===== src/verilog/reset_timer_pkg.sv =====
// constants shared by the reset sequencer and its guard timer
// assumes a single 100 MHz clock and an AHB-Lite register bus
`default_nettype none
package reset_timer_pkg;
	// clock and timing figures
	localparam real CLK_PERIOD_NS = 10.0;
	localparam real HOLD_LONG_MS = 18.0;
	localparam real HOLD_POR_SHORT_MS = 1.125;
	localparam real HOLD_SHORT_US = 10.0;
	localparam real GUARD_PERIOD_MS = 18.0;
	localparam int HOLD_LONG_CYC = int'(HOLD_LONG_MS * 1.0e6 / CLK_PERIOD_NS);
	localparam int HOLD_POR_SHORT_CYC = int'(HOLD_POR_SHORT_MS * 1.0e6 / CLK_PERIOD_NS);
	localparam logic [31:0] HOLD_SHORT_CYC = 32'(int'(HOLD_SHORT_US * 1.0e3 / CLK_PERIOD_NS));
	localparam int GUARD_CYC = int'(GUARD_PERIOD_MS * 1.0e6 / CLK_PERIOD_NS);
	// register byte addresses
	localparam logic [7:0] ADDR_OPTION = 8'h00;
	localparam logic [7:0] ADDR_CMD = 8'h04;
	localparam logic [7:0] ADDR_STATUS = 8'h08;
	// option register layout
	localparam logic [7:0] OPTION_RESET = 8'hff;
	localparam int OPT_ASSIGN_BIT = 3;
	localparam int OPT_RATE_LSB = 0;
	localparam int OPT_RATE_W = 3;
	// command register bits
	localparam int CMD_CLEAR_BIT = 0;
	localparam int CMD_SLEEP_BIT = 1;
	// status register bits
	localparam int ST_RESET_BIT = 0;
	localparam int ST_SLEEP_BIT = 1;
	localparam int ST_POWERDOWN_BIT = 3;
	localparam int ST_TIMEOUT_BIT = 4;
	// oscillator mode codes from the fuses
	localparam logic [2:0] LOW_POWER_CRYSTAL_MODE = 3'h0;
	localparam logic [2:0] STD_CRYSTAL_MODE = 3'h1;
	localparam logic [2:0] HIGH_SPEED_CRYSTAL_MODE = 3'h2;
	localparam logic [2:0] EXTERNAL_CLOCK_MODE = 3'h3;
	localparam logic [2:0] INTERNAL_OSC_MODE = 3'h4;
	localparam logic [2:0] EXTERNAL_RC_MODE = 3'h5;
	// reset sequencer states
	typedef enum logic [1:0] {SEQ_HOLD, SEQ_COUNT, SEQ_RUN} seq_state_t;
endpackage
`default_nettype wire


===== src/verilog/reset_timer_watchdog.sv =====
// chip reset sequencer: reset latch, device reset timer and guard timer
// assumes ext pin asynchronous, fuses and wake inputs on mclk_i, one AHB master
// What this block does
// - pin enable fuse selects reset or plain input
// - power-on sets latch, clears reset timer
// - timer counts only with pin high or pin reset function off, then releases
// - core held in reset while timer active
// - reset timer ticks from private oscillator
// - crystal modes use 18 ms period always
// - other modes: 1.125 ms first, then 10 us
// - guard timeout in sleep restarts reset timer
// - reset sources: power, pin, guard, wakes
// - guard timer runs from free oscillator
// - guard timeout or sleep wake resets device
// - guard reset clears timeout flag low
// - guard enable fuse zero disables it
// - 18 ms timeout, prescaler up to 1:128
// - clear instruction resets count and prescaler
// - sleep instruction resets count and prescaler
// - option layout, all ones on reset
// - guard count cleared on any wake
// - power-down flag set on power, cleared sleeping
`default_nettype none
module reset_timer_watchdog
	import reset_timer_pkg::*;
#(
	parameter int unsigned RC_DIV = 1,
	parameter int unsigned HOLD_LONG = HOLD_LONG_CYC,
	parameter int unsigned HOLD_POR_SHORT = HOLD_POR_SHORT_CYC,
	parameter int unsigned GUARD_PERIOD = GUARD_CYC
)
(
	input wire logic mclk_i,
	input wire logic rst_i,
	input wire logic ext_reset_pin_n_i,
	input wire logic reset_pin_enable_cfg_i,
	input wire logic guard_timer_enable_cfg_i,
	input wire logic [2:0] osc_mode_i,
	input wire logic wake_pin_change_i,
	input wire logic wake_comparator_i,
	input wire logic hsel_i,
	input wire logic [31:0] haddr_i,
	input wire logic [1:0] htrans_i,
	input wire logic hwrite_i,
	input wire logic [2:0] hsize_i,
	input wire logic [31:0] hwdata_i,
	input wire logic hready_i,
	output logic [31:0] hrdata_o,
	output logic hreadyout_o,
	output logic hresp_o,
	output logic core_reset_o,
	output logic sleeping_o,
	output logic pin_gpio_o
);
	// parameter sanity
	generate
		if (RC_DIV < 1 || HOLD_LONG < 2 || HOLD_POR_SHORT < 2 || GUARD_PERIOD < 2)
		begin : g_bad
			$error("reset_timer_watchdog: counts out of range");
		end
	endgenerate
	logic pin_meta_reg;
	logic pin_sync_reg;
	seq_state_t state_reg;
	logic [31:0] hold_cnt_reg;
	logic por_pending_reg;
	logic sleeping_reg;
	logic timeout_flag_n_reg;
	logic powerdown_flag_n_reg;
	logic [7:0] option_reg;
	logic [31:0] rc_div_reg;
	logic [6:0] presc_cnt_reg;
	logic [31:0] guard_cnt_reg;
	logic wr_pend_reg;
	logic [7:0] wr_addr_reg;
	logic [31:0] hrdata_reg;
	logic core_reset_reg;
	logic pin_gpio_reg;

	// two-stage synchroniser on the reset pin
	always_ff @(posedge mclk_i)
	begin
		pin_meta_reg <= ext_reset_pin_n_i;
		pin_sync_reg <= pin_meta_reg;
	end

	// pin function and reset source decode
	wire pin_en = reset_pin_enable_cfg_i;
	wire ext_low = pin_en & ~pin_sync_reg;
	wire pin_ok = ~pin_en | pin_sync_reg;
	wire running = (state_reg == SEQ_RUN);
	wire wake_evt = sleeping_reg & (wake_pin_change_i | wake_comparator_i);
	wire guard_fire;
	wire reset_evt = ext_low | guard_fire | wake_evt;

	// bus decode; commands only reach a core that is out of reset
	wire addr_take = hsel_i & htrans_i[1] & hready_i;
	wire wr_now = wr_pend_reg & running;
	wire wr_option = wr_now & (wr_addr_reg == ADDR_OPTION);
	wire wr_cmd = wr_now & (wr_addr_reg == ADDR_CMD);
	wire clear_cmd = wr_cmd & hwdata_i[CMD_CLEAR_BIT];
	wire sleep_cmd = wr_cmd & hwdata_i[CMD_SLEEP_BIT] & ~sleeping_reg;

	// private oscillator tick, free running in and out of sleep
	wire rc_tick = (rc_div_reg == 32'(RC_DIV - 1));
	always_ff @(posedge mclk_i)
	begin
		if (rst_i | rc_tick)
			rc_div_reg <= 32'h0;
		else
			rc_div_reg <= rc_div_reg + 32'h1;
	end

	// reset timer period select by oscillator mode and reset kind
	wire crystal = (osc_mode_i == LOW_POWER_CRYSTAL_MODE) | (osc_mode_i == STD_CRYSTAL_MODE) |
		(osc_mode_i == HIGH_SPEED_CRYSTAL_MODE);
	wire [31:0] hold_period = crystal ? 32'(HOLD_LONG) :
		(por_pending_reg ? 32'(HOLD_POR_SHORT) : HOLD_SHORT_CYC);
	wire hold_last = rc_tick & (hold_cnt_reg == hold_period - 32'h1);

	// reset sequencer next state
	seq_state_t state_next;
	always_comb
	begin
		state_next = state_reg;
		case (state_reg)
			SEQ_HOLD:
				if (pin_ok)
					state_next = SEQ_COUNT;
			SEQ_COUNT:
				if (!pin_ok)
					state_next = SEQ_HOLD;
				else if (hold_last)
					state_next = SEQ_RUN;
			SEQ_RUN:
				if (reset_evt)
					state_next = SEQ_HOLD;
			default:
				state_next = SEQ_HOLD;
		endcase
	end

	// latch and timer; power-on sets the latch and clears the count
	always_ff @(posedge mclk_i)
	begin
		if (rst_i)
			state_reg <= SEQ_HOLD;
		else
			state_reg <= state_next;
	end
	wire hold_clr = rst_i | (state_next != SEQ_COUNT) | (state_reg != SEQ_COUNT);
	always_ff @(posedge mclk_i)
	begin
		if (hold_clr)
			hold_cnt_reg <= 32'h0;
		else if (rc_tick)
			hold_cnt_reg <= hold_cnt_reg + 32'h1;
	end

	// core reset follows the latch and the timer
	always_ff @(posedge mclk_i)
	begin
		if (rst_i)
			core_reset_reg <= 1'b1;
		else
			core_reset_reg <= (state_next != SEQ_RUN);
	end
	// power-on marker picks the longer first period
	always_ff @(posedge mclk_i)
	begin
		if (rst_i)
			por_pending_reg <= 1'b1;
		else if (state_reg == SEQ_COUNT && state_next == SEQ_RUN)
			por_pending_reg <= 1'b0;
	end

	// sleep state; any reset event ends it
	always_ff @(posedge mclk_i)
	begin
		if (rst_i | reset_evt)
			sleeping_reg <= 1'b0;
		else if (sleep_cmd)
			sleeping_reg <= 1'b1;
	end

	// status flags; the guard timeout wins over a simultaneous sleep
	always_ff @(posedge mclk_i)
	begin
		if (rst_i)
			timeout_flag_n_reg <= 1'b1;
		else if (guard_fire)
			timeout_flag_n_reg <= 1'b0;
		else if (sleep_cmd)
			timeout_flag_n_reg <= 1'b1;
	end

	always_ff @(posedge mclk_i)
	begin
		if (rst_i)
			powerdown_flag_n_reg <= 1'b1;
		else if (sleep_cmd)
			powerdown_flag_n_reg <= 1'b0;
	end

	// option register, all ones on every reset
	always_ff @(posedge mclk_i)
	begin
		if (rst_i | reset_evt)
			option_reg <= OPTION_RESET;
		else if (wr_option)
			option_reg <= hwdata_i[7:0];
	end

	// guard timer prescaler: divide by 2 to the rate when assigned
	wire presc_assigned = option_reg[OPT_ASSIGN_BIT];
	wire [OPT_RATE_W-1:0] rate = option_reg[OPT_RATE_LSB +: OPT_RATE_W];
	wire [7:0] presc_span = 8'h1 << rate;
	wire [6:0] presc_limit = 7'(presc_span - 8'h1);
	wire presc_wrap = (presc_cnt_reg == presc_limit);
	wire guard_step = rc_tick & (~presc_assigned | presc_wrap);
	wire guard_on = guard_timer_enable_cfg_i & running;
	wire guard_clr = rst_i | ~guard_on | clear_cmd | sleep_cmd | reset_evt;
	assign guard_fire = guard_on & guard_step &
		(guard_cnt_reg == 32'(GUARD_PERIOD - 1));

	always_ff @(posedge mclk_i)
	begin
		if (guard_clr | ~presc_assigned | (rc_tick & presc_wrap))
			presc_cnt_reg <= 7'h0;
		else if (rc_tick)
			presc_cnt_reg <= presc_cnt_reg + 7'h1;
	end

	always_ff @(posedge mclk_i)
	begin
		if (guard_clr)
			guard_cnt_reg <= 32'h0;
		else if (guard_step)
			guard_cnt_reg <= guard_cnt_reg + 32'h1;
	end

	// pin reads as plain input when its reset function is off
	always_ff @(posedge mclk_i)
	begin
		if (rst_i)
			pin_gpio_reg <= 1'b0;
		else
			pin_gpio_reg <= ~pin_en & pin_sync_reg;
	end

	// read mux; unmapped addresses and the command word read zero
	wire [7:0] rd_addr = haddr_i[7:0];
	wire [31:0] status_word = {27'h0, timeout_flag_n_reg, powerdown_flag_n_reg, 1'b0,
		sleeping_reg, core_reset_reg};
	wire mapped_hi = (haddr_i[31:8] == 24'h0);
	wire [31:0] rd_word = !mapped_hi ? 32'h0 :
		(rd_addr == ADDR_OPTION) ? {24'h0, option_reg} :
		(rd_addr == ADDR_STATUS) ? status_word : 32'h0;

	// zero-wait slave: capture address phase, read data ready for data phase
	always_ff @(posedge mclk_i)
	begin
		if (rst_i)
		begin
			wr_pend_reg <= 1'b0;
			wr_addr_reg <= 8'h0;
			hrdata_reg <= 32'h0;
		end
		else if (hready_i)
		begin
			wr_pend_reg <= addr_take & hwrite_i & mapped_hi;
			wr_addr_reg <= rd_addr;
			hrdata_reg <= (addr_take & ~hwrite_i) ? rd_word : 32'h0;
		end
	end

	assign hrdata_o = hrdata_reg;
	assign hreadyout_o = 1'b1;
	assign hresp_o = 1'b0;
	assign core_reset_o = core_reset_reg;
	assign sleeping_o = sleeping_reg;
	assign pin_gpio_o = pin_gpio_reg;
endmodule
`default_nettype wire


===== config.mk =====
export PLATFORM = sky130hd
export DESIGN_NAME = reset_timer_watchdog
export DESIGN_NICKNAME = d
export VERILOG_FILES = /design/src/verilog/reset_timer_pkg.sv /design/src/verilog/reset_timer_watchdog.sv
export SDC_FILE = /design/constraint.sdc
export NUM_CORES = 1
export LEC_CHECK = 0
export BUFFER_PORTS_ARGS = -buffer_cell sky130_fd_sc_hd__buf_2
export CELL_PAD_IN_SITES_DETAIL_PLACEMENT = 1
export CELL_PAD_IN_SITES_GLOBAL_PLACEMENT = 1
export CORE_ASPECT_RATIO = 1.2
export CORE_UTILIZATION = 35
export CTS_CLUSTER_SIZE = 25
export DETAILED_ROUTE_END_ITERATION = 12
export GPL_ROUTABILITY_DRIVEN = 0
export GPL_TIMING_DRIVEN = 1
export PLACE_DENSITY_LB_ADDON = 0.15
export SYNTH_ARGS = -nofsm -noshare
export SYNTH_HDL_FRONTEND = slang
export SYNTH_SLANG_ARGS = --single-unit

===== constraint.sdc =====
create_clock -name mclk_i -period 2.55 [get_ports mclk_i]
set_clock_uncertainty 0.05 [all_clocks]
set_input_delay 0.51 -clock mclk_i [delete_from_list [all_inputs] [get_ports mclk_i]]
set_output_delay 0.51 -clock mclk_i [all_outputs]
set_load 0.005 [all_outputs]

==> metrics.md <==
| Metric | Value |
|---|---|
| Worst path slowest cell | `or4_1` |
| Final Hold Fails | `0` |
| Worst-Skew Late Latency | `430 ps` |
| Largest net degree at the start of global routing | `40` |
| Arrival time worst endpoint | `about 2700 ps` |
| Die H | `approximately 160 um` |
| Initial antenna violation count | `0` |
| Antenna cell count | `0` |
| Setup Viol. Count Final | `0` |
| Sw Pwr | `~0.0011 W` |
| Clock power share | `a little over half` |
| Post-route setup slack | `between 100 and 150 ps` |
| Crit path max fanout | `8` |
| Synth cell types | `58` |
| Vias | `around 6.3k` |
| Vias in the first global route | `~6.7k` |
| Slew HR | `62.3%` |
| Type of the setup path with the least slack | `flip-flop to flip-flop` |
| I/O pin total | `approximately 120` |
| Startpoint Class | `flip-flop` |
| Worst slew pin tran | `approximately 560 ps` |
| Cell Area, Synth | `0.00687 mm^2` |
| Worst path top cell family by delay | `simple AND/OR/NAND/NOR gates` |
| Die area | `just over 0.02 mm^2` |
| Top FF cell, synth | `dfxtp_1` |
| CP required | `approximately 2800 ps` |
| Seq/Total Area, Yosys | `40.2%` |
| Critical Path End Type | `flip-flop` |
| Max-cap viol count | `0` |
| Detail Route Antenna Nets | `0` |
| CTS Buf Count | `17` |
| Area Growth Syn to Fin | `26.8%` |
| # port buffers | `between 60 and 70` |
| Combinational power share | `under 10%` |
| Static Leak | `between 3 and 4 nW` |
| Critical-path cell list | `nand2b_1 > ha_1 > xnor2_1 > or4_1 > a21bo_2 > o311ai_4 > buf_6 > clkbuf_16 > nor2_1` |
| Overall global routing resource usage | `19.8%` |
| EDFF count, synth | `0` |
| Yosys warns | `0` |
| Commonest cells after routing, fill and taps aside | `dfxtp_1, nor2_1, buf_4, buf_2, nand2_1` |
| Layout cells sized above 1 | `between 20 and 25%` |
| Minimum clock period | `roughly 2400 ps` |
| FMAX | `between 0.4 and 0.5 GHz` |
| First-pass GRT wire length | `about 32000 um` |
| Mean routed wirelength per cell | `15.8 um` |
| Avg Cell Area, Syn | `roughly 8.5 um^2` |
| Clock-pin slew on the worst setup and hold paths | `roughly 60 ps` |
| Met3 Use GR | `4.16%` |
| Reg power frac | `between 40 and 50%` |
| DIE WIDTH | `between 100 and 150 um` |
| Grt peak-use layer | `met2` |
| Syn Inst Count | `slightly above 800` |
| Status | `complete, no violations` |
| Sw Ratio | `21.9%` |
| Post-Place Cells | `around 1.2k` |
| Nets@finish | `1028` |
| Initial Utilization | `between 30% and 40%` |
| Clock sinks | `roughly 140` |
| Async SR Flop Fraction | `0%` |
| Finished layout cell area | `about 0.0087 mm^2` |
| Post-DR vias/cell | `5.20` |
| Root Driver | `clkbuf_16` |
| Fin. max-slew vios | `0` |
| Grt ovf | `0` |
| RSZ-0062 raised after global routing | `no` |
| Met1 Usage GRT | `around 23%` |
| Row cnt | `55` |
| Residual DRC | `0` |
| Placement Cell Area | `approximately 0.008 mm^2` |
| Buffers & Inverters on Critical Path | `2` |
| Commonest non-fill, non-tap cell in the layout | `dfxtp_1` |
| Final std cells w/o fill | `1209` |
| DP Wirelength | `between 10000 and 15000 um` |
| Pwr per Cell Area | `about 570 mW/mm^2` |
| Pre-Repair DR Iteration Count | `5` |
| Initial DRC count | `around 220` |
| Core ar. | `around 0.019 mm^2` |
| Flops & latches, synth | `138` |
| VDD IR-drop max | `0.000424 V` |
| H-tree Lvls | `4` |
| M2 GR Usage | `about 36%` |
| Worst Hold Class | `input pin to flip-flop` |
| Int Pwr | `0.00388 W` |
| CP peak stage delay | `~490 ps` |
| Min Hold Slack | `141 ps` |
| Worst slack at placement | `-168 ps` |
| CTS tree | `done` |
| Crit share post-route | `around 96%` |
| CTS Buffer Depth | `2` |
| Total Wirelength | `19000 um` |
| Total power | `just under 0.005 W` |
area by class of cell:
cell class	instances	area, um^2
Clock buffer	18	429
Inverter	18	67.6
Timing Repair Buffer	149	1040
Clock inverter	14	195
Sequential cell	138	2770
Fill cell	2292	10400
Multi-Input combinational cell	616	3890
Tap cell	256	320
worst paths after layout:
| kind | from | cells after the start | slack, ps | endpoint |
|---|---|---|---|---|
| max | por_pending_reg | 9 | 100 | hold_cnt_reg[6] |
| min | ext_reset_pin_n_i | 1 | 140 | pin_meta_reg |
| max reg2reg | por_pending_reg | 9 | 100 | hold_cnt_reg[6] |
| min reg2reg | pin_meta_reg | 0 | 280 | pin_sync_reg |
cells by family (layout without fill, tap and decap cells):
| group | after synthesis | after routing | synth area share, % |
|---|---|---|---|
| AO/OA/AOI/OAI | 98 | 98 | 10.6 |
| XOR/XNOR | 83 | 83 | 10.6 |
| adder cells (fa/ha/maj) | 6 | 6 | 1.09 |
| buffers and inverters | 79 | 199 | 6.16 |
| flip-flops | 138 | 138 | 40.2 |
| multiplexers | 20 | 20 | 2.91 |
| other | 2 | 26 | 0.109 |
| AND/OR/NAND/NOR | 383 | 383 | 28.4 |
Yosys cell counts, types with 2 or more instances:
cell type	number	share of area [%]
a2111oi_1	4	0.58
buf_4	28	3.1
or3_1	13	1.2
conb_1	2	0.11
buf_2	11	0.80
xor2_1	42	5.4
and2_1	6	0.55
or4_1	15	1.6
dfxtp_1	138	40
nand3_1	44	3.2
mux2i_1	20	2.9
and3_1	15	1.4
nor2b_1	5	0.46
o311ai_2	2	0.47
a2111oi_0	2	0.26
ha_1	6	1.1
nand2b_1	2	0.18
inv_1	17	0.93
nand2_1	57	3.1
o211a_1	2	0.29
and4_1	10	1.3
nor4_1	25	2.3
nor4b_1	5	0.64
nor2_1	121	6.6
clkbuf_1	20	1.1
nand4_1	32	2.9
o21ai_0	16	1.2
nand4b_1	2	0.26
a22oi_1	5	0.55
o21bai_1	2	0.22
o211ai_1	3	0.33
nor3_1	24	1.7
a21o_1	3	0.33
xnor2_1	41	5.2
o31ai_1	9	0.98
a2111oi_2	3	0.66
a211oi_1	6	0.66
a21oi_1	31	2.3
power groups by stage:
| stage | Combinational (W) | Sequential (W) | Clock (W) |
|---|---|---|---|
| after floorplan | 0.0000935 | 0.00222 | 0 |
| after global placement | 0.000133 | 0.00222 | 0 |
| after detailed placement | 0.000137 | 0.00222 | 0 |
| after CTS | 0.000149 | 0.00217 | 0.00270 |
| after global routing | 0.000164 | 0.00217 | 0.00280 |
| final | 0.000148 | 0.00217 | 0.00264 |
per-stage QoR:
stage	utilization, %	setup TNS (ps)
6_report	45.7	0
5_1_grt	45.7	0
4_1_cts	45.2	0
3_5_place_dp	41.5	-6380
3_3_place_gp	41.5	-5230
2_1_floorplan	-	0
what timing repair did:
action                                 CTS  global route
endpoints found under the hold margin    0             0
hold buffers                             0             0
pin swaps                                2             5
gates cloned                             1             2
setup endpoints to repair               51            71
gates resized for setup                 14            18
buffers inserted                         2             0
routing by layer:
metal | routed length (um) | up-vias | share of wire (%)
met2 | 9510 | 121 | 50
met3 | 737 | 14 | 3.9
met4 | 217 | 0 | 1.1
li1 | - | 3089 | -
met5 | 0 | - | 0
met1 | 8580 | 3065 | 45
No activity file was read; power rests on OpenSTA's default activity.
